===== src/include/rss_pkg.sv =====
package rss_pkg;
    // register byte offsets, one aligned word each
    localparam logic [7:0] ADDR_CMD   = 8'h00;
    localparam logic [7:0] ADDR_MEM   = 8'h04;
    localparam logic [7:0] ADDR_IMM   = 8'h08;
    localparam logic [7:0] ADDR_WREG  = 8'h0c;
    localparam logic [7:0] ADDR_FLAGS = 8'h10;
    localparam logic [7:0] ADDR_STAT  = 8'h14;
    // command word: opcode in [4:0], bit index in [7:5]
    localparam int CMD_OP_LSB  = 0;
    localparam int CMD_BIT_LSB = 5;
    // flag positions in the status byte
    localparam int FLAG_C  = 0;
    localparam int FLAG_AC = 1;
    localparam int FLAG_Z  = 2;
    localparam int FLAG_OV = 3;
    localparam logic [3:0] FLAG_MASK_C   = 4'h1;
    localparam logic [3:0] FLAG_MASK_ALL = 4'hf;
    // status word bits
    localparam int STAT_SKIP = 0;
    localparam int STAT_BUSY = 1;
    // reset and fill values
    localparam logic [7:0] RST_BYTE  = 8'h00;
    localparam logic [3:0] RST_FLAGS = 4'h0;
    localparam logic [7:0] BYTE_ONES = 8'hff;
    localparam logic [7:0] BYTE_ONE  = 8'h01;
    localparam logic [7:0] BYTE_ZERO = 8'h00;

    typedef enum logic [4:0] {
        OP_ROTL_THRU_FLAG_TO_W = 5'h00,
        OP_ROTR_MEM            = 5'h01,
        OP_ROTR_TO_W           = 5'h02,
        OP_ROTR_THRU_FLAG_MEM  = 5'h03,
        OP_ROTR_THRU_FLAG_TO_W = 5'h04,
        OP_BORROW_MINUS_TO_W   = 5'h05,
        OP_BORROW_MINUS_TO_MEM = 5'h06,
        OP_MINUS_TO_W          = 5'h07,
        OP_MINUS_TO_MEM        = 5'h08,
        OP_MINUS_IMM_TO_W      = 5'h09,
        OP_DEC_SKIP_NULL_MEM   = 5'h0a,
        OP_DEC_SKIP_NULL_TO_W  = 5'h0b,
        OP_INC_SKIP_NULL_MEM   = 5'h0c,
        OP_INC_SKIP_NULL_TO_W  = 5'h0d,
        OP_FILL_ONES_BYTE      = 5'h0e,
        OP_FILL_ONES_BIT       = 5'h0f,
        OP_SKIP_BIT_ONE        = 5'h10,
        OP_TEST_NULL_SKIP_BYTE = 5'h11,
        OP_COPY_TEST_NULL_SKIP = 5'h12,
        OP_TEST_NULL_SKIP_BIT  = 5'h13,
        OP_NIBBLE_EXCHANGE_MEM = 5'h14,
        OP_NIBBLE_EXCHANGE_TO_W = 5'h15
    } rss_op_t;

    // gray codes along idle, exec, dummy
    typedef enum logic [1:0] {
        ST_IDLE  = 2'b00,
        ST_EXEC  = 2'b01,
        ST_DUMMY = 2'b11
    } rss_state_t;
endpackage


===== src/include/rss_alu_if.sv =====
interface rss_alu_if;
    rss_pkg::rss_op_t op;
    logic [7:0]       mem;
    logic [7:0]       w;
    logic [7:0]       imm;
    logic [2:0]       bsel;
    logic             c_in;
    logic [7:0]       res;
    logic             to_w;
    logic             to_mem;
    logic [3:0]       fl;
    logic [3:0]       fl_we;
    logic             two_cycle;
    logic             skip;

    modport alu  (input op, mem, w, imm, bsel, c_in,
                  output res, to_w, to_mem, fl, fl_we, two_cycle, skip);
    modport core (output op, mem, w, imm, bsel, c_in,
                  input res, to_w, to_mem, fl, fl_we, two_cycle, skip);
endinterface


===== src/design/rss_datapath.sv =====
module rss_datapath #(
    parameter int ADDR_W = 8
) (
    // clock and reset
    input  wire logic              core_clk,
    input  wire logic              rst_n,
    // apb slave
    input  wire logic              psel,
    input  wire logic              penable,
    input  wire logic              pwrite,
    input  wire logic [ADDR_W-1:0] paddr,
    input  wire logic [31:0]       pwdata,
    input  wire logic [3:0]        pstrb,
    output logic      [31:0]       prdata,
    output logic                   pready,
    output logic                   pslverr,
    // execution status
    output logic                   instr_done,
    output logic                   skip_taken
);
    if (ADDR_W < 8) begin : g_bad_addr_w
        $error("rss_datapath: ADDR_W must be at least 8");
    end

    typedef struct packed {
        rss_pkg::rss_state_t st;
        rss_pkg::rss_op_t    op;
        logic [2:0]          bsel;
        logic [7:0]          mem;
        logic [7:0]          imm;
        logic [7:0]          w;
        logic [3:0]          flags;
        logic                skip;
        logic                done;
        logic                ready;
        logic                slverr;
        logic [31:0]         rdata;
    } rss_regs_t;

    rss_regs_t r;
    rss_regs_t next_r;
    rss_alu_if alu_bus ();

    logic       access;
    logic       commit;
    logic       addr_hi_zero;
    logic [7:0] addr8;
    logic       hit;
    logic [31:0] rd_word;

    // operands always come from the live registers
    assign alu_bus.op   = r.op;
    assign alu_bus.mem  = r.mem;
    assign alu_bus.w    = r.w;
    assign alu_bus.imm  = r.imm;
    assign alu_bus.bsel = r.bsel;
    assign alu_bus.c_in = r.flags[rss_pkg::FLAG_C];

    rss_alu u_alu (
        .a (alu_bus.alu)
    );

    // address decode on the low byte, upper bits must be zero
    assign addr8        = paddr[7:0];
    assign addr_hi_zero = ((paddr >> 8) == '0);
    assign access       = psel & penable;
    assign commit       = access & r.ready;

    // read mux, unmapped addresses answer zero with an error
    always_comb begin
        hit     = addr_hi_zero;
        rd_word = 32'h0000_0000;
        case (addr8)
            rss_pkg::ADDR_CMD:   rd_word = {24'h00_0000, r.bsel, r.op};
            rss_pkg::ADDR_MEM:   rd_word = {24'h00_0000, r.mem};
            rss_pkg::ADDR_IMM:   rd_word = {24'h00_0000, r.imm};
            rss_pkg::ADDR_WREG:  rd_word = {24'h00_0000, r.w};
            rss_pkg::ADDR_FLAGS: rd_word = {28'h000_0000, r.flags};
            rss_pkg::ADDR_STAT: begin
                rd_word[rss_pkg::STAT_SKIP] = r.skip;
                rd_word[rss_pkg::STAT_BUSY] = (r.st != rss_pkg::ST_IDLE);
            end
            default: hit = 1'b0;
        endcase
        if (!hit) begin
            rd_word = 32'h0000_0000;
        end
    end

    // next state: bus slave plus the instruction sequencer
    always_comb begin
        next_r      = r;
        next_r.done = 1'b0;
        // the answer waits while an instruction runs, so no
        // register can change under the bus between answer and commit
        if (access && !r.ready && (r.st == rss_pkg::ST_IDLE)) begin
            next_r.ready  = 1'b1;
            next_r.slverr = ~hit;
            next_r.rdata  = pwrite ? 32'h0000_0000 : rd_word;
        end
        if (commit) begin
            next_r.ready = 1'b0;
        end
        // writes land only at the edge that samples pready high
        if (commit && pwrite && hit && pstrb[0]) begin
            case (addr8)
                rss_pkg::ADDR_CMD: begin
                    next_r.op   = rss_pkg::rss_op_t'(pwdata[rss_pkg::CMD_OP_LSB +: 5]);
                    next_r.bsel = pwdata[rss_pkg::CMD_BIT_LSB +: 3];
                    next_r.skip = 1'b0;
                    next_r.st   = rss_pkg::ST_EXEC;
                end
                rss_pkg::ADDR_MEM:   next_r.mem   = pwdata[7:0];
                rss_pkg::ADDR_IMM:   next_r.imm   = pwdata[7:0];
                rss_pkg::ADDR_WREG:  next_r.w     = pwdata[7:0];
                rss_pkg::ADDR_FLAGS: next_r.flags = pwdata[3:0];
                default: next_r.st = r.st;
            endcase
        end
        case (r.st)
            rss_pkg::ST_IDLE: begin
                next_r.st = next_r.st;
            end
            rss_pkg::ST_EXEC: begin
                if (alu_bus.to_w) begin
                    next_r.w = alu_bus.res;
                end
                if (alu_bus.to_mem) begin
                    next_r.mem = alu_bus.res;
                end
                // only flags the operation owns are touched
                next_r.flags = (r.flags & ~alu_bus.fl_we) |
                               (alu_bus.fl & alu_bus.fl_we);
                next_r.skip  = alu_bus.skip;
                if (alu_bus.two_cycle) begin
                    next_r.st = rss_pkg::ST_DUMMY;
                end else begin
                    next_r.st   = rss_pkg::ST_IDLE;
                    next_r.done = 1'b1;
                end
            end
            rss_pkg::ST_DUMMY: begin
                // dummy slot; no register changes, done is raised on the way back to idle
                next_r.st   = rss_pkg::ST_IDLE;
                next_r.done = 1'b1;
            end
            default: begin
                next_r.st = rss_pkg::ST_IDLE;
            end
        endcase
    end

    // single state register
    always_ff @(posedge core_clk or negedge rst_n) begin
        if (!rst_n) begin
            r.st     <= rss_pkg::ST_IDLE;
            r.op     <= rss_pkg::OP_ROTL_THRU_FLAG_TO_W;
            r.bsel   <= 3'h0;
            r.mem    <= rss_pkg::RST_BYTE;
            r.imm    <= rss_pkg::RST_BYTE;
            r.w      <= rss_pkg::RST_BYTE;
            r.flags  <= rss_pkg::RST_FLAGS;
            r.skip   <= 1'b0;
            r.done   <= 1'b0;
            r.ready  <= 1'b0;
            r.slverr <= 1'b0;
            r.rdata  <= 32'h0000_0000;
        end else begin
            r <= next_r;
        end
    end

    // outputs straight from the state register
    assign prdata     = r.rdata;
    assign pready     = r.ready;
    assign pslverr    = r.slverr;
    assign instr_done = r.done;
    assign skip_taken = r.skip;

    // snapshot of the operands for the checks below
    logic [7:0] h_mem;
    logic [7:0] h_w;
    logic [7:0] h_imm;
    logic [3:0] h_fl;
    logic       h_c;
    logic       exec;

    assign exec = (r.st == rss_pkg::ST_EXEC);

    always_ff @(posedge core_clk) begin
        h_mem <= r.mem;
        h_w   <= r.w;
        h_imm <= r.imm;
        h_fl  <= r.flags;
    end
    assign h_c = h_fl[rss_pkg::FLAG_C];
endmodule


===== src/design/rss_alu.sv =====
module rss_alu (
    // operands in, results out
    rss_alu_if.alu a
);
    logic [7:0] sub_b;
    logic       borrow_in;
    logic [8:0] diff;
    logic [4:0] ldiff;
    logic [7:0] inc;
    logic [7:0] dec;

    // one datapath pass, no state of its own
    always_comb begin
        a.res       = a.mem;
        a.to_w      = 1'b0;
        a.to_mem    = 1'b0;
        a.fl        = rss_pkg::RST_FLAGS;
        a.fl_we     = rss_pkg::RST_FLAGS;
        a.two_cycle = 1'b0;
        a.skip      = 1'b0;
        sub_b       = (a.op == rss_pkg::OP_MINUS_IMM_TO_W) ? a.imm : a.mem;
        // borrow forms take the inverse of the carry as extra borrow
        borrow_in   = ((a.op == rss_pkg::OP_BORROW_MINUS_TO_W) ||
                       (a.op == rss_pkg::OP_BORROW_MINUS_TO_MEM)) ? ~a.c_in : 1'b0;
        diff        = {1'b0, a.w} - {1'b0, sub_b} - {8'h00, borrow_in};
        ldiff       = {1'b0, a.w[3:0]} - {1'b0, sub_b[3:0]} - {4'h0, borrow_in};
        inc         = a.mem + rss_pkg::BYTE_ONE;
        dec         = a.mem - rss_pkg::BYTE_ONE;
        case (a.op)
            rss_pkg::OP_ROTL_THRU_FLAG_TO_W: begin
                a.res                = {a.mem[6:0], a.c_in};
                a.to_w               = 1'b1;
                a.fl[rss_pkg::FLAG_C] = a.mem[7];
                a.fl_we              = rss_pkg::FLAG_MASK_C;
            end
            rss_pkg::OP_ROTR_MEM: begin
                a.res    = {a.mem[0], a.mem[7:1]};
                a.to_mem = 1'b1;
            end
            rss_pkg::OP_ROTR_TO_W: begin
                a.res  = {a.mem[0], a.mem[7:1]};
                a.to_w = 1'b1;
            end
            rss_pkg::OP_ROTR_THRU_FLAG_MEM, rss_pkg::OP_ROTR_THRU_FLAG_TO_W: begin
                a.res                = {a.c_in, a.mem[7:1]};
                a.to_mem             = (a.op == rss_pkg::OP_ROTR_THRU_FLAG_MEM);
                a.to_w               = (a.op == rss_pkg::OP_ROTR_THRU_FLAG_TO_W);
                a.fl[rss_pkg::FLAG_C] = a.mem[0];
                a.fl_we              = rss_pkg::FLAG_MASK_C;
            end
            rss_pkg::OP_BORROW_MINUS_TO_W, rss_pkg::OP_BORROW_MINUS_TO_MEM,
            rss_pkg::OP_MINUS_TO_W, rss_pkg::OP_MINUS_TO_MEM,
            rss_pkg::OP_MINUS_IMM_TO_W: begin
                a.res     = diff[7:0];
                a.to_mem  = (a.op == rss_pkg::OP_BORROW_MINUS_TO_MEM) ||
                            (a.op == rss_pkg::OP_MINUS_TO_MEM);
                a.to_w    = ~a.to_mem;
                a.fl[rss_pkg::FLAG_C]  = ~diff[8];
                a.fl[rss_pkg::FLAG_AC] = ~ldiff[4];
                a.fl[rss_pkg::FLAG_Z]  = (diff[7:0] == rss_pkg::BYTE_ZERO);
                a.fl[rss_pkg::FLAG_OV] = (a.w[7] ^ sub_b[7]) & (a.w[7] ^ diff[7]);
                a.fl_we   = rss_pkg::FLAG_MASK_ALL;
            end
            rss_pkg::OP_DEC_SKIP_NULL_MEM, rss_pkg::OP_DEC_SKIP_NULL_TO_W: begin
                a.res       = dec;
                a.to_mem    = (a.op == rss_pkg::OP_DEC_SKIP_NULL_MEM);
                a.to_w      = ~a.to_mem;
                a.skip      = (dec == rss_pkg::BYTE_ZERO);
                a.two_cycle = 1'b1;
            end
            rss_pkg::OP_INC_SKIP_NULL_MEM, rss_pkg::OP_INC_SKIP_NULL_TO_W: begin
                a.res       = inc;
                a.to_mem    = (a.op == rss_pkg::OP_INC_SKIP_NULL_MEM);
                a.to_w      = ~a.to_mem;
                a.skip      = (inc == rss_pkg::BYTE_ZERO);
                a.two_cycle = 1'b1;
            end
            rss_pkg::OP_FILL_ONES_BYTE: begin
                a.res    = rss_pkg::BYTE_ONES;
                a.to_mem = 1'b1;
            end
            rss_pkg::OP_FILL_ONES_BIT: begin
                a.res         = a.mem;
                a.res[a.bsel] = 1'b1;
                a.to_mem      = 1'b1;
            end
            rss_pkg::OP_SKIP_BIT_ONE: begin
                a.skip      = a.mem[a.bsel];
                a.two_cycle = 1'b1;
            end
            rss_pkg::OP_TEST_NULL_SKIP_BYTE: begin
                a.skip      = (a.mem == rss_pkg::BYTE_ZERO);
                a.two_cycle = 1'b1;
            end
            rss_pkg::OP_COPY_TEST_NULL_SKIP: begin
                a.to_w      = 1'b1;
                a.skip      = (a.mem == rss_pkg::BYTE_ZERO);
                a.two_cycle = 1'b1;
            end
            rss_pkg::OP_TEST_NULL_SKIP_BIT: begin
                a.skip      = ~a.mem[a.bsel];
                a.two_cycle = 1'b1;
            end
            rss_pkg::OP_NIBBLE_EXCHANGE_MEM, rss_pkg::OP_NIBBLE_EXCHANGE_TO_W: begin
                a.res    = {a.mem[3:0], a.mem[7:4]};
                a.to_mem = (a.op == rss_pkg::OP_NIBBLE_EXCHANGE_MEM);
                a.to_w   = ~a.to_mem;
            end
            // unknown codes retire as a one-cycle no-op
            default: begin
                a.res = a.mem;
            end
        endcase
    end
endmodule


===== config.mk =====
export PLATFORM = sky130hd
export DESIGN_NAME = rss_datapath
export DESIGN_NICKNAME = d
export VERILOG_FILES = /design/src/include/rss_pkg.sv /design/src/include/rss_alu_if.sv /design/src/design/rss_datapath.sv /design/src/design/rss_alu.sv
export SDC_FILE = /design/constraint.sdc
export NUM_CORES = 1
export LEC_CHECK = 0
export BUFFER_PORTS_ARGS = -buffer_cell sky130_fd_sc_hd__clkbuf_2
export CAP_MARGIN = 10
export CORE_UTILIZATION = 59
export CTS_BUF_LIST = sky130_fd_sc_hd__clkbuf_4
export DETAILED_ROUTE_END_ITERATION = 12
export HOLD_SLACK_MARGIN = 0.03
export PLACE_DENSITY = 0.92
export SLEW_MARGIN = 20
export SYNTH_ARGS = -nofsm -noshare
export SYNTH_HDL_FRONTEND = slang
export SYNTH_SLANG_ARGS = --single-unit

===== constraint.sdc =====
create_clock -name core_clk -period 4.1 [get_ports core_clk]
set_input_delay 0.82 -clock core_clk [delete_from_list [all_inputs] [get_ports core_clk]]
set_output_delay 0.82 -clock core_clk [all_outputs]
set_load 0.05 [all_outputs]

==> flow_metrics.env, run 1 <==
export IMPL_wl_per_cell_um=19.96
export IMPL_port_buffers=33
export IMPL_grt_util_all_layers_pct=32.44
export IMPL_rr_endpoint="alu_bus.w[7]"
export IMPL_worst_ep_required_time_ns=4.35
export IMPL_cts_buffers=5
export IMPL_critical_path_arrival_ns=4.19
export IMPL_cpMaxStageDelayCell="dfrtp_1"
export IMPL_cp_start_kind="flip-flop"
export IMPL_ys_types=75
export IMPL_place_inst=675
export IMPL_area_delta_synth_final_pct=2.726
export IMPL_met2_length_mm=6.457
export IMPL_routed_via_density=6.604
export IMPL_fin_nets=651
export IMPL_critPathKind="reg -> reg"
export IMPL_finalHoldViolCount=0
export IMPL_rrSetupSlack_ns=0.16
export IMPL_grt_pass1_vias=4214
export IMPL_outcome="finished clean"
export IMPL_postSynthAreaPerCell_sq_um=8.526
export IMPL_synth_edff_count=0
export IMPL_gp_congestion=0.9804
export IMPL_wl_mm=13.65
export IMPL_drive_above_1_share_pct=17.70
export IMPL_fmax_mhz=253.9
export IMPL_fin_crit_ns=3.939
export IMPL_via_count=4517
export IMPL_critPathMaxFanout=11
export IMPL_die_w_um=93.24
export IMPL_overflow=0
export IMPL_met1Wirelength_mm=5.335
export IMPL_power_density_nw_per_um2=179.2
export IMPL_start_util_pct=62.26
export IMPL_ys_flop_type="dfrtp_1"
export IMPL_crit_path_end_kind="flip-flop"
export IMPL_route_detailed_drc=0
export IMPL_worst_pin_slew_ns=0.9297
export IMPL_rr_worst_depth=14
export IMPL_crit_path_max_incr_delay_ns=0.59
export IMPL_fin_skew_ns=0.009502
export IMPL_final_instance_count_excl_fill=684
export IMPL_diodes=0
export IMPL_hpwl_mm=10.23
export IMPL_grt_setup_unrepaired="false"
export IMPL_route_met3_wl_mm=1.322
export IMPL_topRoutingLayerUsed="met4"
export IMPL_synth_area_sq_um=4911
export IMPL_ys_ff_latch=50
export IMPL_grt_pass1_wl_mm=21.84
export IMPL_cp_cell_sequence="nand2b_1, nor3_1, buf_4, mux2_2, ha_1, inv_1, ha_1, o21ai_0, a22oi_1, a31oi_1, xnor2_1, a2111oi_1, buf_4, o22ai_1"
export IMPL_netlist_instances=576
export IMPL_antenna_found_initial=0
export IMPL_drtPass1Iterations=9
export IMPL_timing_hold_ws_ns=0.2763
export IMPL_fp_coreArea_sq_um=7888
export IMPL_cts_tree="built"
export IMPL_r2r_start="alu_bus.op[0]"
export IMPL_root_buffer="clkbuf_4"
export IMPL_ys_seq_area_share_pct=25.48
export IMPL_total_power_mw=0.9040
export IMPL_cts_buffer_depth=2
export IMPL_p_leak_nw=2.365
export IMPL_max_slew_margin_pct=37.55
export IMPL_path_clk_slew_ns=0.15
export IMPL_dieHeight_um=93.24
export IMPL_htreeDepth=2
export IMPL_io_pins=85
export IMPL_hold_path_class="in -> async"
export IMPL_setup_viol=0
export IMPL_slew_violations=0
export IMPL_synthArstFlopShare_pct=100.0
export IMPL_initialDrtViolationCount=681
export IMPL_dieArea_sq_um=8693
export IMPL_yosysWarningCount=0
export IMPL_clock_latency_ns=0.38
export IMPL_fill_cells=619
export IMPL_num_rows=32
export IMPL_finalSetupTns_ns=0
export IMPL_cts_hold_fix_buffers=0
export IMPL_ant_nets=0
export IMPL_maxCapViolations=0
export IMPL_cts_sinks=50
export IMPL_grt_max_degree=40
export IMPL_ir_worst_vdd_mv=0.1811
export IMPL_min_period_over_period_pct=96.07
## worst max path at each step
stage | start | to | slack (ns)
floorplan | alu_bus.op[1] | alu_bus.w[7] | 0.38
global placement | alu_bus.op[0] | alu_bus.w[7] | 0.53
detailed placement | alu_bus.op[0] | alu_bus.w[7] | 0.20
CTS | alu_bus.op[0] | alu_bus.w[7] | 0.13
global route | alu_bus.op[0] | alu_bus.w[7] | 0.009
finish | alu_bus.op[0] | alu_bus.w[7] | 0.16
## placed cells by master, fill, tap and decap left out, types with 6 or more instances in the layout
master and instances:
a22oi_1 12, o21ai_0 41, o22ai_1 8, dfrtp_1 50
nand3_1 9, clkbuf_2 33, nor3_1 10, nor2_1 25
ha_1 19, a31oi_1 13, buf_4 13, inv_1 34
nand4_1 6, nand2b_1 12, o211ai_1 6, xor2_1 7
a21oi_1 14, conb_1 24, mux2i_1 34, xnor2_1 13
a22o_1 12, mux2_2 29, nor2b_1 9, nand2_1 48
## layer usage
metal,track usage (%),vias to the layer above
met1,43.37,2116
met4,13.72,0
met5,0,-
met3,6.667,63
li1,-,2054
met2,50.98,284
## synth_stat cells, drive strengths merged (3+ instances only)
library cell | n | area share, %
a31oi | 13 | 1.7
or3 | 3 | 0.38
and2 | 3 | 0.38
a2111oi | 3 | 0.54
o22ai | 8 | 1.0
a22o | 12 | 2.1
dfrtp | 50 | 25
a221o | 3 | 0.61
o21a | 3 | 0.46
nor4 | 3 | 0.38
ha | 19 | 4.8
o211ai | 6 | 0.92
nand2 | 50 | 4.1
inv | 34 | 2.6
a21o | 4 | 0.61
nand3b | 4 | 0.61
or4 | 3 | 0.53
buf | 49 | 6.8
nor2 | 27 | 2.2
nand4 | 6 | 0.76
nor3 | 12 | 1.7
nand2b | 12 | 1.5
nor2b | 9 | 1.1
xor2 | 7 | 1.2
nand3 | 10 | 1.1
o32ai | 4 | 0.71
nor4b | 4 | 0.84
mux2 | 29 | 6.6
a32oi | 3 | 0.54
and3 | 5 | 0.64
a22oi | 12 | 1.8
a21oi | 14 | 1.4
xnor2 | 13 | 2.3
mux2i | 34 | 6.9
or2 | 3 | 0.38
clkbuf | 23 | 1.8
o21ai | 42 | 4.3
## critical path: cells and delay by family, from the launching register on
family,cells,cell delay (ns)
muxes,1,0.35
buffers and inverters,3,0.49
xor gates and xnor gates,1,0.18
DFF,1,0.59
AOI/OAI and AO/OA,5,1.24
adders and majority gates,2,0.61
and+or+nand+nor,2,0.34
## power by group
group / internal (mW) / total, mW / switching, mW
Combinational: 0.0367 / 0.159 / 0.122
Clock: 0.0674 / 0.239 / 0.172
Sequential: 0.500 / 0.506 / 0.00630
## state kept, by name, indices dropped and copies added (netlist names), named ones only
| signal | count |
|---|---|
| alu_bus.imm | 8 |
| alu_bus.mem | 8 |
| alu_bus.w | 8 |
| prdata | 8 |
| alu_bus.op | 5 |
| alu_bus.bsel | 3 |
| r | 2 |
| instr_done | 1 |
| pready | 1 |
| pslverr | 1 |
| skip_taken | 1 |
## metrics by stage
stage,instance area (sq um),worst slack (ns),utilization (%)
after CTS,5024,0.1270,63.69
after global placement,4966,0.5338,62.96
after floorplan,4997,0.3787,-
after detailed placement,4966,0.1986,62.96
final,5045,0.1610,63.96
after global routing,5045,0.009044,63.96
## cell families (layout without fill, tap and decap cells)
group                    Yosys count  in the layout  synth area share, %
multiplexers                      65             65                14.50
AO/OA/AOI/OAI                    150            150                21.05
other                              1             24              0.07636
buffers and inverters            106             89                11.18
XOR/XNOR                          20             20                3.567
flip-flops                        50             50                25.48
AND/OR/NAND/NOR                  163            163                18.50
adder cells (fa/ha/maj)           21             21                5.656
## cell type report
class                      instances  area (sq um)  area share (%)
tap                              102         127.6           2.530
clock buffer                       5         37.54          0.7440
timing repair buffer              47         282.8           5.605
clock inverter                     3         20.02          0.3968
inverter                          34         127.6           2.530
multi-input combinational        443          3198           63.39
sequential                        50          1251           24.80
## timing repair
item | in CTS | in global routing
setup endpoints to repair | 0 | 2
resized for setup | 0 | 1
buffers inserted | 0 | 0
Power figures use the tool's default switching activity.
==> run 2, diff against run 1 <==
--- a/config.mk
+++ b/config.mk
@@ -11,7 +11,7 @@
 export CTS_BUF_LIST = sky130_fd_sc_hd__clkbuf_4
 export DETAILED_ROUTE_END_ITERATION = 12
 export HOLD_SLACK_MARGIN = 0.03
-export PLACE_DENSITY = 0.92
+export PLACE_DENSITY = 0.83
 export SLEW_MARGIN = 20
 export SYNTH_ARGS = -nofsm -noshare
 export SYNTH_HDL_FRONTEND = slang
==> run 2 against run 1 <==
Against the previous run:
- sequential power barely moved
- routed wire length grew 2.7%
- non-clock buffer count rose by 2
- via count increased by 2.5%
- clock-buffer cell count is the same
- cell area about the same
- critical path depth decreased by 1
- utilization barely moved
- global-route usage grew 0.88 points
- register-to-register slack about the same
- critical path type unchanged
- highest routed layer unchanged
==> flow_metrics.env, run 2 (synthesis results as in run 1) <==
export IMPL_maxCapViolations=0
export IMPL_fmax_mhz=254.7
export IMPL_grt_setup_unrepaired="false"
export IMPL_cts_buffers=5
export IMPL_grt_max_degree=41
export IMPL_power_density_nw_per_um2=175.8
export IMPL_die_w_um=93.24
export IMPL_overflow=0
export IMPL_root_buffer="clkbuf_4"
export IMPL_hold_path_class="in -> async"
export IMPL_fin_ws_ns=0.1739
export IMPL_clock_latency_ns=0.38
export IMPL_p_leak_nw=2.373
export IMPL_critPathKind="reg -> reg"
export IMPL_worst_ep_required_time_ns=4.33
export IMPL_critical_path_arrival_ns=4.16
export IMPL_crit_top_cell="o21ai_0"
export IMPL_wl_mm=14.02
export IMPL_seqPwrFrac_pct=57.0
export IMPL_p_sw_share_pct=32.32
export IMPL_port_buffers=33
export IMPL_dieHeight_um=93.24
export IMPL_cpMaxStageDelayCell="a2111oi_1"
export IMPL_max_slew_margin_pct=51.75
export IMPL_critPathTopFamily="compound AO/OA/AOI/OAI gates"
export IMPL_share_comb_of_total_power_pct=17.8
export IMPL_hpwl_mm=10.44
export IMPL_dieArea_sq_um=8693
export IMPL_fp_coreArea_sq_um=7888
export IMPL_drtPass1Iterations=7
export IMPL_cts_tree="built"
export IMPL_cp_num_buf_inv=2
export IMPL_path_clk_slew_ns=0.15
export IMPL_layout_commonest_cell="dfrtp_1"
export IMPL_cp_depth=13
export IMPL_start_util_pct=62.26
export IMPL_fill_cells=654
export IMPL_fin_nets=653
export IMPL_crit_path_end_kind="flip-flop"
export IMPL_power_switching_mw=0.2864
export IMPL_cp_start_kind="flip-flop"
export IMPL_slew_violations=0
export IMPL_crit_path_max_incr_delay_ns=0.62
export IMPL_route_detailed_drc=0
export IMPL_dp_slack_ns=0.1861
export IMPL_diodes=0
export IMPL_setup_viol=0
export IMPL_ir_worst_vdd_mv=0.1712
export IMPL_htreeDepth=2
export IMPL_grt_pass1_wl_mm=22.32
export IMPL_cts_buffer_depth=2
export IMPL_via_count=4629
export IMPL_finalHoldViolCount=0
export IMPL_cp_cell_sequence="nand2b_1, nor3_1, buf_4, o21ai_0, fa_1, inv_1, ha_1, o21ai_0, a22oi_1, a31oi_1, xnor2_1, a2111oi_1, o22ai_1"
export IMPL_worst_pin_slew_ns=0.7182
export IMPL_p_int_mw=0.5996
export IMPL_fin_skew_ns=0.01491
export IMPL_grt_pass1_vias=4407
export IMPL_critPathMaxFanout=11
export IMPL_initialDrtViolationCount=432
export IMPL_ant_nets=0
export IMPL_gp_congestion=0.9641
export IMPL_rr_worst_depth=13
export IMPL_min_period_over_period_pct=95.76
export IMPL_cts_hold_fix_buffers=0
export IMPL_routed_via_density=6.758
export IMPL_pwr_share_clk_pct=25.2
export IMPL_io_pins=85
export IMPL_fin_crit_ns=3.926
export IMPL_cts_sinks=50
export IMPL_wl_per_cell_um=20.46
export IMPL_grt_util_all_layers_pct=33.32
export IMPL_outcome="finished clean"
export IMPL_area_delta_synth_final_pct=2.650
export IMPL_rrSetupSlack_ns=0.17
export IMPL_drive_above_1_share_pct=18.01
export IMPL_finalSetupTns_ns=0
export IMPL_antenna_found_initial=0
export IMPL_final_cell_mix="dfrtp_1 (50), nand2_1 (48), o21ai_0 (41), inv_1 (34), mux2i_1 (34)"
export IMPL_num_rows=32
## run 2: worst reg2reg max path, cell delays in order (launching register included)
cell       delay (ns)
dfrtp_1          0.46
nand2b_1         0.14
nor3_1           0.22
buf_4            0.23
o21ai_0          0.13
fa_1             0.60
inv_1            0.08
ha_1             0.18
o21ai_0          0.29
a22oi_1          0.18
a31oi_1          0.30
xnor2_1          0.16
a2111oi_1        0.62
o22ai_1          0.18
## run 2: final timing paths
kind                          startpoint               to
max                        alu_bus.op[3]     alu_bus.w[7]
min                                rst_n  alu_bus.bsel[1]
max reg2reg                alu_bus.op[3]     alu_bus.w[7]
min reg2reg                    prdata[7]        prdata[7]
max in group asynchronous          rst_n   alu_bus.mem[1]
min in group core_clk          prdata[7]        prdata[7]
## run 2: cell type report
class | instances | area (sq um) | share of cell area [%]
tap | 102 | 127.6 | 2.532
clock buffer | 5 | 37.54 | 0.7446
multi-input combinational | 443 | 3198 | 63.44
timing repair buffer | 49 | 285.3 | 5.659
clock inverter | 2 | 13.76 | 0.2730
inverter | 34 | 127.6 | 2.532
sequential | 50 | 1251 | 24.82
## run 2: per-layer routing
metal,GRT usage [%],part of all wire (%),vias to the layer above
met2,50.00,45,288
met4,16.67,4.2,0
met1,45.08,40,2217
met5,0,0,-
li1,-,-,2065
met3,7.480,11,59
## run 2: through the flow
step / instances / cell area, sq um / hold slack, ns / util (%) / power [mW]
2_1_floorplan: 599 / 4997 / 0.4499 / - / 0.6436
6_report: 685 / 5041 / 0.2884 / 63.91 / 0.8860
3_3_place_gp: 678 / 4989 / 0.4686 / 63.25 / 0.6668
5_1_grt: 685 / 5041 / 0.2944 / 63.91 / 0.9182
4_1_cts: 685 / 5040 / 0.2977 / 63.90 / 0.8860
3_5_place_dp: 678 / 4989 / 0.4695 / 63.25 / 0.6706
## run 2: power by group through the flow
| stage | logic (mW) | clock network [mW] | registers (mW) |
|---|---|---|---|
| floorplan | 0.114 | 0 | 0.530 |
| global placement | 0.153 | 0 | 0.514 |
| detailed placement | 0.156 | 0 | 0.514 |
| CTS | 0.156 | 0.225 | 0.505 |
| global route | 0.170 | 0.242 | 0.506 |
| finish | 0.158 | 0.223 | 0.505 |
## run 2: timing repair
item                                    in CTS  in global routing
setup buffers                                0                  0
endpoints found under the setup margin       0                  2
resized for setup                            0                  1
